[config.mk]
export PLATFORM = sky130hd
export DESIGN_NAME = cbbce_exec
export DESIGN_NICKNAME = d
export VERILOG_FILES = /design/src/common/cbbce_pkg.sv /design/src/hw/cbbce_exec.sv
export SDC_FILE = /design/constraint.sdc
export NUM_CORES = 1
export LEC_CHECK = 0
export ABC_CLOCK_PERIOD_IN_PS = 5850
export BUFFER_PORTS_ARGS = -buffer_cell sky130_fd_sc_hd__buf_2
export CAP_MARGIN = 20
export CORE_MARGIN = 5
export CORE_UTILIZATION = 40
export CTS_CLUSTER_DIAMETER = 30
export DETAILED_ROUTE_END_ITERATION = 16
export PLACE_DENSITY = 0.65
export SLEW_MARGIN = 20
export SYNTH_ARGS = -nofsm -noshare
export SYNTH_HDL_FRONTEND = slang
export SYNTH_SLANG_ARGS = --single-unit
[constraint.sdc]
create_clock -name i_clk_sys -period 5.85 [get_ports i_clk_sys]
set_input_delay 1.17 -clock i_clk_sys [delete_from_list [all_inputs] [get_ports i_clk_sys]]
set_output_delay 1.17 -clock i_clk_sys [all_outputs]
set_load 0.005 [all_outputs]
[src/common/cbbce_pkg.sv]
package cbbce_pkg;
  // opcode fields
  localparam logic [7:0] OP_BR_CARRY_SET = 8'he2;
  localparam logic [7:0] OP_BR_NEG_SET = 8'he6;
  localparam logic [7:0] OP_BR_CARRY_CLR = 8'he3;
  localparam logic [3:0] OP_BIT_CLR = 4'h9;
  localparam int OPC_HI = 15;
  localparam int OPC_LO = 8;
  localparam int NIB_LO = 12;
  localparam int BIT_HI = 11;
  localparam int BIT_LO = 9;
  localparam int ACC_POS = 8;
  localparam int ADR_HI = 7;
  localparam int OFS_HI = 7;
  localparam int PC_W = 21;
  localparam int BANK_W = 4;
  localparam logic [PC_W-1:0] PC_STEP = 21'h000002;
  localparam logic [BANK_W-1:0] COMMON_BANK = 4'h0;
  localparam logic [PC_W-1:0] PC_RST = 21'h000000;
  typedef enum logic [0:0] {CBBCE_EXEC, CBBCE_NOP} cbbce_state_t;
endpackage : cbbce_pkg

[src/hw/cbbce_exec.sv]
// What this block does
// - upper byte e2 branches only when carry is one, else next instruction.
// - upper byte e6 branches only when negative is one, else next instruction.
// - upper byte e3 branches only when carry is zero, else next instruction.
// - taken target is branch address plus two plus twice signed offset.
// - offset is eight-bit two's complement, minus 128 to plus 127.
// - not taken is one cycle; taken adds one no-operation cycle.
// - upper nibble 9 clears bit b of register f, read-modify-write, flags kept.
// - access bit zero uses common bank; one uses bank select register.
`timescale 1ns/100ps
`default_nettype none
module cbbce_exec (
  // clock and reset
  input wire logic i_clk_sys,
  input wire logic i_sys_rst,
  // instruction from fetch
  input wire logic i_instr_valid,
  input wire logic [15:0] i_instr,
  input wire logic [cbbce_pkg::PC_W-1:0] i_instr_pc,
  // status flags
  input wire logic i_flag_carry,
  input wire logic i_flag_negative,
  // bank select and register file read data
  input wire logic [cbbce_pkg::BANK_W-1:0] i_bank_select_reg,
  input wire logic [7:0] i_rf_rdata,
  // fetch control
  output logic o_busy,
  output logic o_pc_load,
  output logic [cbbce_pkg::PC_W-1:0] o_pc_value,
  output logic o_flush,
  // register file access
  output logic [cbbce_pkg::BANK_W-1:0] o_rf_bank,
  output logic [7:0] o_rf_addr,
  output logic o_rf_we,
  output logic [7:0] o_rf_wdata,
  output logic o_flags_we
);
  cbbce_pkg::cbbce_state_t state_ff;
  logic [7:0] opc;
  logic is_brc, is_brn, is_brnc, is_clr, take, accept;
  logic [cbbce_pkg::PC_W-1:0] target;
  cbbce_pkg::cbbce_state_t nxt_state;
  // bank and address of this access, and of the write still in flight
  logic [cbbce_pkg::BANK_W+7:0] rf_key;
  logic [cbbce_pkg::BANK_W+7:0] wr_key_ff;
  // read data with the pending write folded in
  logic [7:0] rf_src;
  // step past the taken branch, kept for the backward-range check
  logic [cbbce_pkg::PC_W-1:0] pc_next_ff;
  logic [cbbce_pkg::PC_W-1:0] back_dist;

  function automatic logic [cbbce_pkg::PC_W-1:0] br_target(
    input logic [cbbce_pkg::PC_W-1:0] pc, input logic [7:0] ofs);
    logic [cbbce_pkg::PC_W-1:0] sx;
    sx = {{(cbbce_pkg::PC_W-8){ofs[cbbce_pkg::OFS_HI]}}, ofs};
    br_target = pc + cbbce_pkg::PC_STEP + {sx[cbbce_pkg::PC_W-2:0], 1'b0};
  endfunction

  assign accept = i_instr_valid && (state_ff == cbbce_pkg::CBBCE_EXEC);
  assign opc = i_instr[cbbce_pkg::OPC_HI:cbbce_pkg::OPC_LO];
  assign is_brc = opc == cbbce_pkg::OP_BR_CARRY_SET;
  assign is_brn = opc == cbbce_pkg::OP_BR_NEG_SET;
  assign is_brnc = opc == cbbce_pkg::OP_BR_CARRY_CLR;
  assign is_clr = i_instr[cbbce_pkg::OPC_HI:cbbce_pkg::NIB_LO] == cbbce_pkg::OP_BIT_CLR;
  assign take = accept && ((is_brc && i_flag_carry)
    || (is_brn && i_flag_negative)
    || (is_brnc && !i_flag_carry));
  assign target = br_target(i_instr_pc, i_instr[cbbce_pkg::OFS_HI:0]);
  assign o_busy = state_ff == cbbce_pkg::CBBCE_NOP;
  assign o_flags_we = 1'b0;

  // extra no-operation cycle after a taken branch
  always_comb begin
    nxt_state = state_ff;
    case (state_ff)
      cbbce_pkg::CBBCE_EXEC: begin
        if (take) begin
          nxt_state = cbbce_pkg::CBBCE_NOP;
        end
      end
      cbbce_pkg::CBBCE_NOP: begin
        // the slot does nothing and always ends after one cycle
        nxt_state = cbbce_pkg::CBBCE_EXEC;
      end
      default: begin
        nxt_state = cbbce_pkg::CBBCE_EXEC;
      end
    endcase
  end

  always_ff @(posedge i_clk_sys) begin
    if (i_sys_rst) begin
      state_ff <= cbbce_pkg::CBBCE_EXEC;
    end else begin
      state_ff <= nxt_state;
    end
  end

  // pc load at end of the branch cycle
  always_ff @(posedge i_clk_sys) begin
    if (i_sys_rst) begin
      o_pc_load <= 1'b0;
      o_flush <= 1'b0;
      o_pc_value <= cbbce_pkg::PC_RST;
    end else begin
      o_pc_load <= take;
      o_flush <= take;
      if (take) begin
        o_pc_value <= target;
      end
    end
  end

  always_ff @(posedge i_clk_sys) begin
    if (i_sys_rst) begin
      pc_next_ff <= cbbce_pkg::PC_RST;
    end else if (take) begin
      pc_next_ff <= i_instr_pc + cbbce_pkg::PC_STEP;
    end
  end

  // distance that a backward branch moved below the next instruction
  assign back_dist = pc_next_ff - o_pc_value;

  // bit clear: address combinational, write registered
  always_comb begin
    o_rf_addr = i_instr[cbbce_pkg::ADR_HI:0];
    if (i_instr[cbbce_pkg::ACC_POS]) begin
      o_rf_bank = i_bank_select_reg;
    end else begin
      o_rf_bank = cbbce_pkg::COMMON_BANK;
    end
  end

  // a clear right after a clear of the same register must see the first
  // result: the register file only takes that write at the end of this cycle
  assign rf_key = {o_rf_bank, o_rf_addr};

  always_ff @(posedge i_clk_sys) begin
    if (i_sys_rst) begin
      wr_key_ff <= '0;
    end else if (accept && is_clr) begin
      wr_key_ff <= rf_key;
    end
  end

  always_comb begin
    if (o_rf_we && (wr_key_ff == rf_key)) begin
      rf_src = o_rf_wdata;
    end else begin
      rf_src = i_rf_rdata;
    end
  end

  always_ff @(posedge i_clk_sys) begin
    if (i_sys_rst) begin
      o_rf_we <= 1'b0;
      o_rf_wdata <= 8'h00;
    end else begin
      o_rf_we <= accept && is_clr;
      if (accept && is_clr) begin
        o_rf_wdata <= rf_src & ~(8'h01 << i_instr[cbbce_pkg::BIT_HI:cbbce_pkg::BIT_LO]);
      end
    end
  end
endmodule // cbbce_exec
`default_nettype wire

==> results of run 1 <==
-- state kept, by name, summed over array words and instances (netlist names) --
| name | count |
|---|---|
| o_flush | 1 |
| o_rf_wdata | 8 |
| o_rf_we | 1 |
| o_pc_value | 21 |
| o_busy | 1 |
| wr_key_ff | 12 |
-- kinds of logic after synthesis --
group	after synthesis
flops	44
compound gates	95
buf+inv	41
mux	9
xor+xnor	22
other cells	1
fa+ha+maj	38
simple gates	130
-- power groups by stage --
| stage | Clock [mW] | Combinational (mW) | Sequential [mW] |
|---|---|---|---|
| floorplan | 0 | 0.140 | 0.309 |
| global placement | 0 | 0.195 | 0.309 |
| detailed placement | 0 | 0.197 | 0.309 |
| CTS | 0.260 | 0.199 | 0.302 |
| global route | 0.271 | 0.226 | 0.303 |
| finish | 0.252 | 0.199 | 0.302 |
-- worst paths after layout --
kind	start	slack, ns	cells after the start	to
worst max-delay path	i_instr[7]	2.46	9	o_pc_value[18]$_SDFFE_PP0P_
worst min-delay path	o_pc_value[9]$_SDFFE_PP0P_	0.46	2	o_pc_value[9]$_SDFFE_PP0P_
worst max register to register	o_busy$_SDFF_PP0_	3.56	5	o_pc_value[20]$_SDFFE_PP0P_
worst min register to register	o_pc_value[9]$_SDFFE_PP0P_	0.46	2	o_pc_value[9]$_SDFFE_PP0P_
-- per-stage QoR --
step           hold WS, ns  instance area [um2]  power, mW  cells  setup slack, ns
2_1_floorplan        0.448                 3130      0.450    380             2.54
6_report             0.458                 3720      0.753    559             2.46
3_3_place_gp         0.438                 3590      0.504    551             2.21
5_1_grt              0.487                 3720      0.800    559             2.28
4_1_cts              0.463                 3720      0.761    559             2.49
3_5_place_dp         0.444                 3590      0.506    551             2.18
-- cell usage after synthesis, types with 2 or more instances --
master     n
a211oi_1   5
a21o_1     5
a21oi_1   42
a311o_1    2
a311oi_1   4
a31oi_1    3
a41o_1     2
and2_1     4
and3_1     4
and4_1     2
buf_1      2
buf_2      4
buf_4     10
clkbuf_1  13
dfxtp_1   44
ha_1      37
inv_1     12
mux2i_1    9
nand2_1   57
nand2b_1   3
nand3_1   13
nand3_2    3
nand4_1    6
nor2_1    20
nor2b_1    4
nor3_1     3
nor4_1     3
o211ai_1   6
o21a_1     2
o21ai_0    3
o21ai_1    4
o21bai_1   2
o311ai_1   2
o31ai_1    3
or3_1      4
or4_1      2
xnor2_1   16
xor2_1     6
-- final cells by class --
class / count / area share
Clock buffer: 6 / 0.0222
Inverter: 12 / 0.0121
Clock inverter: 2 / 0.0104
Tap cell: 102 / 0.0343
Multi-Input combinational cell: 295 / 0.552
Timing Repair Buffer: 98 / 0.132
Sequential cell: 44 / 0.237
-- worst max-delay path, cell delays in order --
cell and delay [ns]:
buf_2 0.29, ha_1 0.30, ha_1 0.41, nand4_1 0.24, o22a_1 0.26, a41o_1 0.23
a41o_1 0.22, or4_1 0.40, o211ai_1 0.09
-- layer usage --
| metal | share of wire | vias to the layer above | routed length (um) | GRT usage |
|---|---|---|---|---|
| met4 | 0.0088 | 0 | 74 | 0.0462 |
| met5 | 0 | - | 0 | 0 |
| met2 | 0.46 | 86 | 3890 | 0.290 |
| li1 | - | 1519 | - | - |
| met3 | 0.058 | 6 | 490 | 0.0410 |
| met1 | 0.47 | 1378 | 3980 | 0.227 |
==> qor.yml, run 1 <==
status: "complete, no violations"
fill_cells: 819
finalHoldViolations: 0
rows: 32
dieArea_um2: 9690
diodes: 0
cts.sinks: 44
synth-seq-cells: 44
post_drt_wl_per_cell_um: 15.1
grt_util_all_layers: 0.174
multi_input_area_um2: 2050
clockBufferDepth: 2
area.sequential_um2: 881
clockPowerShare: 0.334
numCtsBuffers: 5
synth_area_leader_cell: "dfxtp_1"
die_w_um: 98.4
synth_area_leaders: "dfxtp_1 (28%), ha_1 (15%), nand2_1 (6.8%)"
async_reset_ff_frac: 0
holdBufCountCts: 0
ios: 100
setup-tns-final_ns: 0
port_buffers: 98
synth_top_flop_cell: "dfxtp_1"
post-route-period-util: 0.580
p_switching_uw: 230
firstDrtPassIters: 4
cts_setup_buffers: 0
rsz0062_at_grt: "no"
ys_warn_count: 0
hold_class: "reg2reg"
worstMarginPinSlew_ns: 0.851
drv_cap: 0
fmax_ghz: 0.295
syn_to_final_growth_pct: 18.8
setup_viol: 0
p_int_uw: 523
ant_nets: 0
start_util: 0.407
clockRootBuffer: "clkbuf_8"
cp-end-kind: "flip-flop"
synth_area_per_cell_um2: 8.23
seqPwrFrac: 0.402
ctsResizeCount: 0
cp-start-kind: "input pin"
drive_above_1_share: 0.245
grt_pass1_vias: 3059
layout_commonest_cell: "buf_2"
design.core.area_um2: 7690
dp_hpwl_um: 6340
syn-cell-area_um2: 3130
max-vdd-ir-drop_uv: 81.2
synth_edf_count: 0
synth_cell_types: 52
synthSimpleGateAreaFrac: 0.201
synth-compound-area-share: 0.209
synthAdderAreaFrac: 0.154
grt_max_degree: 47
period_minus_slack_ns: 3.39
synth.top_cell.area_share: 0.282
cts_tree: "yes"
synth_fp_nets: 472
power.density_nw_per_um2: 203
grt_antenna_before_repair: 0
maxSlewViolCount: 0
crit_type: "in2reg"
vias: 2989
fin_nets: 548
drtIter0Drc: 104
combPwrFrac: 0.264
clk_pin_slew_worst_paths_ns: 0.09
dieHeight_um: 98.4
layout_common_cells: "buf_2 (98), nand2_1 (57), dfxtp_1 (44)"
synthMuxAreaShare: 0.0288
worstPathArrival_ns: 3.62
p_leak_nw: 1.73
synth_top_family_by_area: "compound AO/OA/AOI/OAI gates"
syn_inst: 380
switching_share: 0.305
drc: 0
insertion_delay_ns: 0.29
ys_seq_area_frac: 0.282
drt-total-wl_um: 8430
slew-limit-headroom: 0.433
yosys.area_share.xor_xnor: 0.0616
fin_util: 0.483
fin_skew_ns: 0.00791
viasPerCell: 5.35
required_ns: 6.07
gp_congestion: 0.870
worstPathMaxFanout: 16
cts.htree.levels: 2
grt_overflow: 0
grt_pass1_wl_um: 14100
(Power assumes the default switching activity.)
==> run 2: changes to the inputs <==
--- a/config.mk
+++ b/config.mk
@@ -5,7 +5,7 @@
 export SDC_FILE = /design/constraint.sdc
 export NUM_CORES = 1
 export LEC_CHECK = 0
-export ABC_CLOCK_PERIOD_IN_PS = 5850
+export ABC_CLOCK_PERIOD_IN_PS = 3200
 export BUFFER_PORTS_ARGS = -buffer_cell sky130_fd_sc_hd__buf_2
 export CAP_MARGIN = 20
 export CORE_MARGIN = 5
==> constraint.sdc (replaced) <==
create_clock -name i_clk_sys -period 3.2 [get_ports i_clk_sys]
set_input_delay 0.64 -clock i_clk_sys [delete_from_list [all_inputs] [get_ports i_clk_sys]]
set_output_delay 0.64 -clock i_clk_sys [all_outputs]
set_load 0.005 [all_outputs]
==> run 2 against run 1 <==
Compared with the run above:
- global-route usage decreased by 0.60 points
- clock power increased by 100%
- largest power group unchanged
- register-to-register slack got worse by 2.4 ns
- utilization increased by 0.98 points
- worst hold slack got worse by 0.0015 ns
- sequential cell count unchanged
- total power increased by 90%
- clock-buffer cell count decreased by 1
- cell count increased by 1.4%
==> qor.yml, run 2 (synthesized netlist as in run 1, its figures left out) <==
cts.sinks: 44  # unchanged
dp_hpwl_um: 6400  # +0.82%
cts_tree: "yes"
drtIter0Drc: 89  # -14%
drv_cap: 0  # unchanged
layout_common_cells: "buf_2 (98), nand2_1 (57), dfxtp_1 (44)"
worstMarginPinSlew_ns: 0.582  # -0.269 ns
grt_max_degree: 31  # -34%
rsz0062_at_grt: "no"
setup-tns-final_ns: 0  # unchanged
cp-end-kind: "flip-flop"
fin_ws_ns: 0.377  # -2.08 ns
insertion_delay_ns: 0.30  # about the same
largest_reg_flops: 21  # unchanged
grt_overflow: 0  # unchanged
grt_antenna_before_repair: 0  # unchanged
crit_path_frequent_cell: "ha_1"
setup_viol: 0  # unchanged
port_buffers: 98  # unchanged
design.core.area_um2: 7690  # unchanged
rows: 32  # unchanged
hold_class: "reg2reg"
gp_congestion: 0.878  # +0.95%
ctsResizeCount: 0  # unchanged
dieArea_um2: 9690  # unchanged
crit_chain: "buf_2 > ha_1 > ha_1 > inv_1 > fa_1 > nand2b_1 > a21oi_1 > o21ai_1 > o211a_1 > and4_1 > a311o_1"
dieHeight_um: 98.4  # unchanged
maxSlewViolCount: 0  # unchanged
largestRegisters: "o_pc_value x21, wr_key_ff x12, o_rf_wdata x8"
fill_cells: 802  # -2.1%
viasPerCell: 5.25  # -1.9%
crit_type: "in2reg"
post-route-period-util: 0.882
cp_slowest_cell: "fa_1"
drc: 0  # unchanged
ios: 100  # unchanged
p_leak_nw: 1.78  # +2.6%
place_ws_ns: 0.0628  # -2.11 ns
cts.htree.levels: 2  # unchanged
firstDrtPassIters: 4  # unchanged
power.density_nw_per_um2: 377  # +86%
cts_setup_buffers: 0  # unchanged
regMostFlops: "o_pc_value"
diodes: 0  # unchanged
syn_to_final_growth_pct: 21.2
clk_pin_slew_worst_paths_ns: 0.08  # about the same
die_w_um: 98.4  # unchanged
period_minus_slack_ns: 2.82
numCtsBuffers: 5  # unchanged
post_drt_wl_per_cell_um: 14.3  # -5.1%
cp-start-kind: "input pin"
max_stage_delay_ns: 0.38  # -0.03 ns
clockBufferDepth: 2  # unchanged
slew-limit-headroom: 0.611  # +0.178
grt_util_all_layers: 0.168  # -0.00597
drt-total-wl_um: 8120  # -3.7%
ant_nets: 0  # unchanged
worstPathMaxFanout: 4  # -12
fin_skew_ns: 0.00810  # +0.000198 ns
fin_nets: 557  # +1.6%
required_ns: 3.38  # -2.69 ns
grt_pass1_wl_um: 13800  # -2.5%
status: "complete, no violations"
grt_pass1_vias: 2971  # -2.9%
clockRootBuffer: "clkbuf_8"
layout_commonest_cell: "buf_2"
vias: 2975  # -0.47%
fmax_ghz: 0.354
worstPathArrival_ns: 3.01  # -0.61 ns
start_util: 0.407  # unchanged
drive_above_1_share: 0.258  # +0.0130
max-vdd-ir-drop_uv: 204  # +150%
finalHoldViolations: 0  # unchanged
holdBufCountCts: 0  # unchanged
## run 2: layout make-up
cell class	count	area (um2)	share of cell area
Clock buffer	5	68.8	0.0182
Sequential cell	44	881	0.232
Timing Repair Buffer	107	558	0.147
Inverter	12	45.0	0.0119
Tap cell	102	128	0.0337
Multi-Input combinational cell	295	2050	0.541
Clock inverter	2	60.1	0.0158
## run 2: per-layer routing
| layer | up-vias | share of wire | track usage |
|---|---|---|---|
| li1 | 1540 | - | - |
| met2 | 97 | 0.45 | 0.277 |
| met1 | 1334 | 0.48 | 0.229 |
| met3 | 4 | 0.066 | 0.0368 |
| met5 | - | 0 | 0 |
| met4 | 0 | 0.0048 | 0.0315 |
## run 2: power by group
part	total [mW]	internal, mW	switching (mW)
Sequential	0.553	0.551	0.00203
Combinational	0.373	0.160	0.214
Clock	0.503	0.308	0.196
## run 2: critical path, delay by kind of cell
family | cells | cell delay (ns)
adders and majority gates | 3 | 0.84
and+or+nand+nor | 2 | 0.40
AOI/OAI and AO/OA | 4 | 0.93
buffers and inverters | 2 | 0.19
## run 2: path summary, 6_finish.rpt
kind	from	end	slack (ns)	cells past startpoint
worst min-delay path	o_pc_value[2]$_SDFFE_PP0P_	o_pc_value[2]$_SDFFE_PP0P_	0.46	2
worst max register to register	wr_key_ff[4]$_SDFFE_PP0P_	o_rf_wdata[1]$_SDFFE_PP0P_	1.21	6
worst min register to register	o_pc_value[2]$_SDFFE_PP0P_	o_pc_value[2]$_SDFFE_PP0P_	0.46	2
worst max-delay path	i_instr[1]	o_pc_value[16]$_SDFFE_PP0P_	0.38	11
## run 2: metrics by stage
stage | hold WS, ns | instances | cell area [um2] | utilization | power, mW
3_3_place_gp | 0.439 | 560 | 3660 | 0.476 | 0.933
2_1_floorplan | 0.448 | 380 | 3130 | - | 0.823
5_1_grt | 0.480 | 567 | 3790 | 0.493 | 1.52
3_5_place_dp | 0.445 | 560 | 3660 | 0.476 | 0.938
6_report | 0.457 | 567 | 3790 | 0.493 | 1.43
4_1_cts | 0.460 | 567 | 3790 | 0.493 | 1.45
